--- config.mk ---
export PLATFORM = sky130hd
export DESIGN_NAME = ocb_output_clocking
export DESIGN_NICKNAME = d
export VERILOG_FILES = /design/src/rtl/ocb_pkg.sv /design/src/rtl/ocb_sync.sv /design/src/rtl/ocb_output_clocking.sv
export SDC_FILE = /design/constraint.sdc
export NUM_CORES = 1
export LEC_CHECK = 0
export BUFFER_PORTS_ARGS = -buffer_cell sky130_fd_sc_hd__buf_2
export CAP_MARGIN = 20
export CORE_UTILIZATION = 51
export CTS_CLUSTER_SIZE = 25
export DETAILED_ROUTE_END_ITERATION = 7
export PLACE_DENSITY = 0.78
export SYNTH_ARGS = -nofsm -noshare
export SYNTH_HDL_FRONTEND = slang
export SYNTH_SLANG_ARGS = --single-unit
--- constraint.sdc ---
create_clock -name clk -period 2.4 [get_ports clk]
set_clock_uncertainty 0.1 [all_clocks]
set_input_delay 0.12 -clock clk [delete_from_list [all_inputs] [get_ports clk]]
set_output_delay 0.12 -clock clk [all_outputs]
set_load 0.05 [all_outputs]
--- src/rtl/ocb_pkg.sv ---
// Shared constants for the output clocking and offset register block
package ocb_pkg;
    // Serial frame layout
    localparam int          FRAME_BITS     = 32;
    localparam int          HEADER_BITS    = 12;
    localparam logic [11:0] FRAME_HEADER   = 12'h001;
    localparam int          ADDR_MSB       = 19;
    localparam int          ADDR_LSB       = 16;
    localparam logic [3:0]  ADDR_CONFIG    = 4'h1;
    localparam logic [3:0]  ADDR_OFFSET    = 4'h2;
    // Output configuration field positions
    localparam int          CFG_PHASE_BIT  = 11;
    localparam int          CFG_DDRN_BIT   = 10;
    localparam int          CFG_EDGE_BIT   = 8;
    // Offset correction field positions
    localparam int          OFS_MAG_MSB    = 15;
    localparam int          OFS_MAG_LSB    = 8;
    localparam int          OFS_SIGN_BIT   = 7;
    // Reset values
    localparam logic        RST_PHASE      = 1'b1;
    localparam logic        RST_DDRN       = 1'b1;
    localparam logic        RST_EDGE       = 1'b0;
    localparam logic [7:0]  RST_OFS_MAG    = 8'h00;
    localparam logic        RST_OFS_SIGN   = 1'b0;
    // Output cell timing: one strobe period is four clk cycles
    localparam logic [1:0]  PHASE_LAUNCH_A = 2'h0;
    localparam logic [1:0]  PHASE_LAUNCH_B = 2'h2;
    localparam logic [1:0]  PHASE_MID_A    = 2'h1;
    localparam logic [1:0]  PHASE_MID_B    = 2'h2;
    // Serial receiver states
    typedef enum logic [1:0] {
        OCB_IDLE  = 2'b01,
        OCB_SHIFT = 2'b10
    } ocb_rx_state_t;
endpackage

--- src/rtl/ocb_sync.sv ---
`timescale 1ns/100ps
// Two-stage synchroniser for a group of asynchronous levels
module ocb_sync #(
    parameter int WIDTH = 1
) (
    input  wire logic             clk,
    input  wire logic             reset,
    input  wire logic [WIDTH-1:0] asyncIn,
    output logic      [WIDTH-1:0] syncOut
);
    logic [WIDTH-1:0] stage1_reg;   // Metastable stage, read only below

    ////////////////////////////////////////////////////////////////////////
    // Both stages clear to zero
    always_ff @(posedge clk or posedge reset) begin
        if (reset) begin
            stage1_reg <= '0;
            syncOut    <= '0;
        end else begin
            stage1_reg <= asyncIn;
            syncOut    <= stage1_reg;
        end
    end
endmodule // ocb_sync

--- src/rtl/ocb_output_clocking.sv ---
`timescale 1ns/100ps
module ocb_output_clocking
    import ocb_pkg::*;
(
    input  wire logic       clk,
    input  wire logic       reset,
    input  wire logic       serialClk,       // Serial clock pin
    input  wire logic       serialSelect_n,  // Serial select pin
    input  wire logic       serialData,      // Serial data pin
    input  wire logic       extendedMode,    // Extended control mode pin
    input  wire logic       launchEdgePin,   // Output edge pin
    input  wire logic [7:0] sampleWord,      // Word from converter core
    output logic            sampleTake,      // Word consumed this cycle
    output logic [7:0]      outData,         // Output data bus
    output logic            dataReadyStrobe, // Data ready strobe
    output logic [7:0]      offsetMagnitude, // Offset to analog core
    output logic            offsetNegative   // Offset sign to analog core
);
    ////////////////////////////////////////////////////////////////////////
    // Pin synchronisation
    logic [4:0] pinSync;          // Synchronised pin levels
    logic       sclkPrev_reg;     // Previous serial clock level
    logic       sclkSync;         // Serial clock, synchronised
    logic       selSync_n;        // Select, synchronised
    logic       dataSync;         // Serial data, synchronised
    logic       extSync;          // Extended mode, synchronised
    logic       edgePinSync;      // Edge pin, synchronised
    logic       sclkRise;         // Serial clock rising edge

    ocb_sync #(
        .WIDTH (5)
    ) u_pin_sync (
        .clk     (clk),
        .reset   (reset),
        .asyncIn ({serialClk, serialSelect_n, serialData,
                   extendedMode, launchEdgePin}),
        .syncOut (pinSync)
    );

    assign sclkSync    = pinSync[4];
    assign selSync_n   = pinSync[3];
    assign dataSync    = pinSync[2];
    assign extSync     = pinSync[1];
    assign edgePinSync = pinSync[0];
    assign sclkRise    = sclkSync & ~sclkPrev_reg;

    // Edge detector history, fed from the second stage only
    always_ff @(posedge clk or posedge reset) begin
        if (reset) begin
            sclkPrev_reg <= 1'b0;
        end else begin
            sclkPrev_reg <= sclkSync;
        end
    end

    ////////////////////////////////////////////////////////////////////////
    // Serial frame receiver
    ocb_rx_state_t rxState_reg;   // Receiver state
    ocb_rx_state_t rxState_next;  // Next receiver state
    logic [31:0]   shift_reg;     // Frame shift register
    logic [31:0]   shift_next;    // Shift register with new bit
    logic [5:0]    bitCnt_reg;    // Bits received in frame
    logic [5:0]    bitCnt_next;   // Next bit count
    logic          frameDone;     // Last bit of frame sampled
    logic          headerOk;      // Header pattern matched
    logic [3:0]    frameAddr;     // Register address of frame
    logic          writeConfig;   // Config register write strobe
    logic          writeOffset;   // Offset register write strobe

    assign shift_next = {shift_reg[30:0], dataSync};
    assign frameDone  = (rxState_reg == OCB_SHIFT) && sclkRise &&
                        (bitCnt_reg == 6'(FRAME_BITS - 1));
    assign headerOk   = (shift_next[FRAME_BITS-1 -: HEADER_BITS]
                         == FRAME_HEADER);
    assign frameAddr  = shift_next[ADDR_MSB:ADDR_LSB];
    assign writeConfig = frameDone && headerOk && (frameAddr == ADDR_CONFIG);
    assign writeOffset = frameDone && headerOk && (frameAddr == ADDR_OFFSET);

    // Next state: select low arms, each frame restarts the count
    always_comb begin
        rxState_next = rxState_reg;
        bitCnt_next  = bitCnt_reg;
        case (rxState_reg)
            OCB_IDLE: begin
                bitCnt_next = 6'h00;
                if (!selSync_n) begin
                    rxState_next = OCB_SHIFT;
                end
            end
            OCB_SHIFT: begin
                if (selSync_n) begin
                    // Partial frame dropped on deselect
                    rxState_next = OCB_IDLE;
                    bitCnt_next  = 6'h00;
                end else if (frameDone) begin
                    // Back-to-back frames start on the next clock
                    bitCnt_next = 6'h00;
                end else if (sclkRise) begin
                    bitCnt_next = bitCnt_reg + 6'h01;
                end
            end
            default: begin
                rxState_next = OCB_IDLE;
                bitCnt_next  = 6'h00;
            end
        endcase
    end

    // Receiver registers
    always_ff @(posedge clk or posedge reset) begin
        if (reset) begin
            rxState_reg <= OCB_IDLE;
            bitCnt_reg  <= 6'h00;
            shift_reg   <= 32'h0000_0000;
        end else begin
            rxState_reg <= rxState_next;
            bitCnt_reg  <= bitCnt_next;
            if ((rxState_reg == OCB_SHIFT) && sclkRise) begin
                shift_reg <= shift_next;
            end
        end
    end

    ////////////////////////////////////////////////////////////////////////
    // Write-only registers; fixed-one bits are not stored
    logic       strobePhase_reg;    // Strobe phase select field
    logic       doubleRateN_reg;    // Double rate select, active low
    logic       launchEdge_reg;     // Output edge field
    logic [7:0] offsetMag_reg;      // Offset magnitude
    logic       offsetSign_reg;     // Offset sign

    always_ff @(posedge clk or posedge reset) begin
        if (reset) begin
            strobePhase_reg <= RST_PHASE;
            doubleRateN_reg <= RST_DDRN;
            launchEdge_reg  <= RST_EDGE;
            offsetMag_reg   <= RST_OFS_MAG;
            offsetSign_reg  <= RST_OFS_SIGN;
        end else begin
            if (writeConfig) begin
                strobePhase_reg <= shift_next[CFG_PHASE_BIT];
                doubleRateN_reg <= shift_next[CFG_DDRN_BIT];
                launchEdge_reg  <= shift_next[CFG_EDGE_BIT];
            end
            if (writeOffset) begin
                offsetMag_reg  <= shift_next[OFS_MAG_MSB:OFS_MAG_LSB];
                offsetSign_reg <= shift_next[OFS_SIGN_BIT];
            end
        end
    end

    ////////////////////////////////////////////////////////////////////////
    // Effective settings; normal mode uses defaults and the edge pin
    logic effPhase;     // Strobe phase in force
    logic effDdr;       // Double rate in force
    logic effEdge;      // Launch edge in force

    assign effPhase = extSync ? strobePhase_reg : RST_PHASE;
    assign effDdr   = extSync ? ~doubleRateN_reg : ~RST_DDRN;
    assign effEdge  = extSync ? launchEdge_reg : edgePinSync;

    ////////////////////////////////////////////////////////////////////////
    // Output cell timing
    logic [1:0] phaseCnt_reg;   // Position within strobe period
    logic [1:0] phaseCnt_next;  // Next position
    logic       wordLaunch;     // New word goes out next edge
    logic       strobe_next;    // Next strobe level
    logic       strobeDdr0;     // Strobe aligned with data edges
    logic       strobeDdr90;    // Strobe mid data cell
    logic       strobeSdr;      // Single rate strobe

    assign phaseCnt_next = phaseCnt_reg + 2'h1;
    assign wordLaunch = (phaseCnt_next == PHASE_LAUNCH_A) ||
                        (effDdr && (phaseCnt_next == PHASE_LAUNCH_B));
    // Aligned strobe: edges entering positions 0 and 2
    assign strobeDdr0  = ~phaseCnt_next[1];
    // Shifted strobe: edges entering positions 1 and 3
    assign strobeDdr90 = (phaseCnt_next == PHASE_MID_A) ||
                         (phaseCnt_next == PHASE_MID_B);
    assign strobeSdr   = effEdge ? ~phaseCnt_next[1] : phaseCnt_next[1];
    assign strobe_next = effDdr ? (effPhase ? strobeDdr90 : strobeDdr0)
                                : strobeSdr;
    assign sampleTake  = wordLaunch;

    // Strobe and data launched from the same clock edge
    always_ff @(posedge clk or posedge reset) begin
        if (reset) begin
            phaseCnt_reg    <= 2'h3;
            dataReadyStrobe <= 1'b0;
            outData         <= 8'h00;
        end else begin
            phaseCnt_reg    <= phaseCnt_next;
            dataReadyStrobe <= strobe_next;
            if (wordLaunch) begin
                outData <= sampleWord;
            end
        end
    end

    ////////////////////////////////////////////////////////////////////////
    // Offset to the analog core, zero outside extended mode
    // Sign applied
    always_ff @(posedge clk or posedge reset) begin
        if (reset) begin
            offsetMagnitude <= 8'h00;
            offsetNegative  <= 1'b0;
        end else begin
            offsetMagnitude <= extSync ? offsetMag_reg : RST_OFS_MAG;
            offsetNegative  <= extSync ? offsetSign_reg : RST_OFS_SIGN;
        end
    end
endmodule // ocb_output_clocking

==> metrics.json <==
{
  "run_status": {"value": "complete, no violations"},
  "synth_area_leader_cell": {"value": "sky130_fd_sc_hd__dfrtp_1"},
  "cts_made_buffers": {"value": 9},
  "max_cap_violations": {"value": 0},
  "ys_async_sr_fraction": {"value": 100, "unit": "%"},
  "grt_pass1_vias": {"value": 1614},
  "total_track_usage": {"value": 16.3, "unit": "%"},
  "portion_of_the_post_synthesis_area_used_by_sequential_elements": {"value": 66.8, "unit": "%"},
  "final-hold-violation-count": {"value": 0},
  "startpoint_type": {"value": "register"},
  "cp_data_arrival_time": {"value": 1.89, "unit": "ns"},
  "synth-main-ff-cell": {"value": "sky130_fd_sc_hd__dfrtp_1"},
  "clkLatencyLatePin": {"value": 0.34, "unit": "ns"},
  "rows": {"value": 27},
  "fin_crit_sh": {"value": 87.8, "unit": "%"},
  "floorplan.die.height": {"value": 79.7, "unit": "um"},
  "crit-reg2reg-launch": {"value": "bitCnt_reg[0]"},
  "internal_power": {"value": 0.00212, "unit": "W"},
  "max-vdd-ir-drop": {"value": 0.000498, "unit": "V"},
  "effective_utilization_at_floorplan": {"value": 54.3, "unit": "%"},
  "antenna_left": {"value": 0},
  "critical_path_peak_fanout": {"value": 9},
  "postSynthRegisterBits": {"value": 82},
  "firstDrtPassIters": {"value": 3},
  "worst_hold_path_type": {"value": "in -> async"},
  "io_pins": {"value": 34},
  "p_leak": {"value": 1.82, "unit": "nW"},
  "synth_cell_types": {"value": 32},
  "number_of_flip_flops_under_the_largest_register_name": {"value": 31},
  "worst_setup_slack_after_layout": {"value": 0.292, "unit": "ns"},
  "place.port_buffers": {"value": 33},
  "post-route-drc-count": {"value": 0},
  "cts.clk_slew.worst_paths": {"value": 0.08, "unit": "ns"},
  "pre_cts_slack": {"value": 0.459, "unit": "ns"},
  "nFillCells": {"value": 414},
  "final_design_area_no_fill": {"value": 0.00370, "unit": "mm^2"},
  "r2r_setup_slack": {"value": 0.46, "unit": "ns"},
  "synth_most_common_cell": {"value": "sky130_fd_sc_hd__dfrtp_1"},
  "final_core_utilization": {"value": 65.2, "unit": "%"},
  "post-cts-setup-buffer-count": {"value": 0},
  "worstMarginPinSlew": {"value": 0.531, "unit": "ns"},
  "setup_viols_final": {"value": 0},
  "critical_path.startpoint": {"value": "phaseCnt_reg[1]"},
  "synth.top_cells.by_area": {"value": "sky130_fd_sc_hd__dfrtp_1 (63%), sky130_fd_sc_hd__mux2_2 (19%), sky130_fd_sc_hd__dfstp_2 (4.3%)"},
  "clock-root-buffer": {"value": "sky130_fd_sc_hd__clkbuf_8"},
  "seq_power_share": {"value": 54.4, "unit": "%"},
  "htree_num_levels": {"value": 3},
  "synth-edff-count": {"value": 0},
  "yosys_warns": {"value": 0},
  "cts.path.max_buffers": {"value": 2},
  "fmax": {"value": 474, "unit": "MHz"},
  "antenna_found_initial": {"value": 0},
  "grt_first_pass_wirelength": {"value": 7.53, "unit": "mm"},
  "detailed_place_hpwl": {"value": 2.92, "unit": "mm"},
  "timing.max_slew.rel_slack": {"value": 64.5, "unit": "%"},
  "grt_setup_unrepaired": {"value": "no"},
  "cts_hold_buffers": {"value": 14},
  "final_layout_size_suffix_gt1_share": {"value": 44.6, "unit": "%"},
  "fin_setup_tns": {"value": 0, "unit": "ns"},
  "routed-via-count": {"value": 1650},
  "flow.area_growth_from_synthesis": {"value": 20.1, "unit": "%"},
  "drt_iter0_drc": {"value": 38},
  "ys_top_cells_by_count": {"value": "sky130_fd_sc_hd__dfrtp_1 (77), sky130_fd_sc_hd__mux2_2 (51), sky130_fd_sc_hd__and2_1 (9)"},
  "syn_area_per_cell": {"value": 15.6, "unit": "um^2"},
  "wirelength": {"value": 4.53, "unit": "mm"},
  "postCtsResizedCells": {"value": 0},
  "critical_path.endpoint_type": {"value": "output port"},
  "net-switching-power": {"value": 0.000595, "unit": "W"},
  "postSynthNetCount": {"value": 215},
  "worstSetupEndpoint": {"value": "sampleTake"},
  "placeable_area": {"value": 0.00568, "unit": "mm^2"},
  "globalRoute.totalOverflow": {"value": 0},
  "drt-vias-per-instance": {"value": 5.00},
  "die_area": {"value": 0.00636, "unit": "mm^2"},
  "share_clk_of_total_power": {"value": 38.0, "unit": "%"},
  "r2r-end": {"value": "offsetMag_reg[7]"},
  "antennaDiodeCount": {"value": 0},
  "pin_count_of_the_biggest_net_entering_global_routing": {"value": 35},
  "syn-instance-count": {"value": 197},
  "powerDensity": {"value": 734, "unit": "mW/mm^2"},
  "placement.cell_area": {"value": 0.00335, "unit": "mm^2"},
  "timing_max_transition_violations_final": {"value": 0},
  "place_congestion": {"value": 0.665},
  "post_drt_wl_per_cell": {"value": 13.7, "unit": "um"},
  "clock_tree_from_tritoncts": {"value": "yes"},
  "switching_share": {"value": 21.9, "unit": "%"},
  "synth_top_cell_area_share": {"value": 62.5, "unit": "%"},
  "number_of_sinks_handled_by_clock_tree_synthesis": {"value": 82},
  "timing.final.crit_period": {"value": 2.11, "unit": "ns"},
  "synth.cell_area": {"value": 0.00308, "unit": "mm^2"},
  "fp.dieW": {"value": 79.7, "unit": "um"},
  "nNetsFinal": {"value": 271},
  "criticalPathCategory": {"value": "reg -> out"},
  "crit_required": {"value": 2.18, "unit": "ns"},
  "r2r_cells": {"value": 5},
  "pwr-share-comb": {"value": 7.6, "unit": "%"}
}
[routing by layer]
metal  up-vias  track usage, %  routed length, um
li1        789               -                  -
met1       826            20.4               2080
met2        28            25.2               2200
met3         7            5.14                172
met4         0            9.11                 87
met5         -               0                  0
[worst min path at each step]
stage                        startpoint                       end  cells after the start
after floorplan           launchEdgePin  u_pin_sync.stage1_reg[0]                      0
after global placement            reset        offsetMagnitude[7]                      2
after detailed placement          reset        offsetMagnitude[7]                      2
after CTS                         reset          offsetMag_reg[4]                      3
after global routing              reset          offsetMag_reg[4]                      3
final                             reset          offsetMag_reg[4]                      3
[critical path, cell delays in order (launching register included)]
cell	delay [ns]
sky130_fd_sc_hd__dfstp_2	0.53
sky130_fd_sc_hd__inv_1	0.04
sky130_fd_sc_hd__ha_1	0.18
sky130_fd_sc_hd__a31oi_2	0.47
sky130_fd_sc_hd__inv_1	0.09
sky130_fd_sc_hd__buf_2	0.23
[stage by stage]
step	hold slack [ns]	cells	total power, W
floorplan	0.0514	197	0.00164
global placement	0.00748	300	0.00169
detailed placement	0.0142	300	0.00170
CTS	0.181	330	0.00276
global route	0.216	330	0.00283
finish	0.189	330	0.00272
[power by group through the flow]
stage,clock [W],combinational [W],sequential [W]
2_1_floorplan,0,0.000120,0.00152
3_3_place_gp,0,0.000187,0.00150
3_5_place_dp,0,0.000191,0.00150
4_1_cts,0.00107,0.000210,0.00148
5_1_grt,0.00112,0.000226,0.00148
6_report,0.00103,0.000207,0.00148
[kinds of logic (layout without fill, tap and decap cells)]
| logic type | count (synthesis) | in the layout | synth area share [%] |
|---|---|---|---|
| simple gates | 32 | 32 | 7.35 |
| flops | 82 | 82 | 66.8 |
| mux | 53 | 53 | 19.3 |
| fa+ha+maj | 3 | 3 | 1.22 |
| buf+inv | 13 | 74 | 1.75 |
| xor+xnor | 6 | 6 | 1.71 |
| compound gates | 8 | 8 | 1.91 |
[placed cells by master (no fill, tap or decap), drive strengths merged]
cell type    count
o2111ai          1
nand3b           2
a31oi            1
xnor2            2
and4bb           1
mux2            51
nor4             2
dfrtp           77
or3b             1
nor2             5
mux2i            2
dfstp            5
or3              1
o21ai            2
and3             1
nand2            3
nor4b            2
inv              7
ha               3
clkinvlp         1
nor2b            2
clkinv           4
buf             36
and2             9
nand3            1
dlygate4sd3     14
a21o             1
clkbuf          10
a41o             1
nor3             2
bufinv           2
a21oi            2
xor2             4
[final cells by class]
type / count / area [um^2] / share of cell area, %
tap: 72 / 90.1 / 2.43
timing repair buffer: 50 / 340 / 9.20
clock inverter: 6 / 82.6 / 2.23
clock buffer: 10 / 128 / 3.45
sequential: 82 / 2060 / 55.6
inverter: 8 / 31.3 / 0.845
multi-input combinational: 102 / 970 / 26.2
No activity file was read; power rests on OpenSTA's default activity.
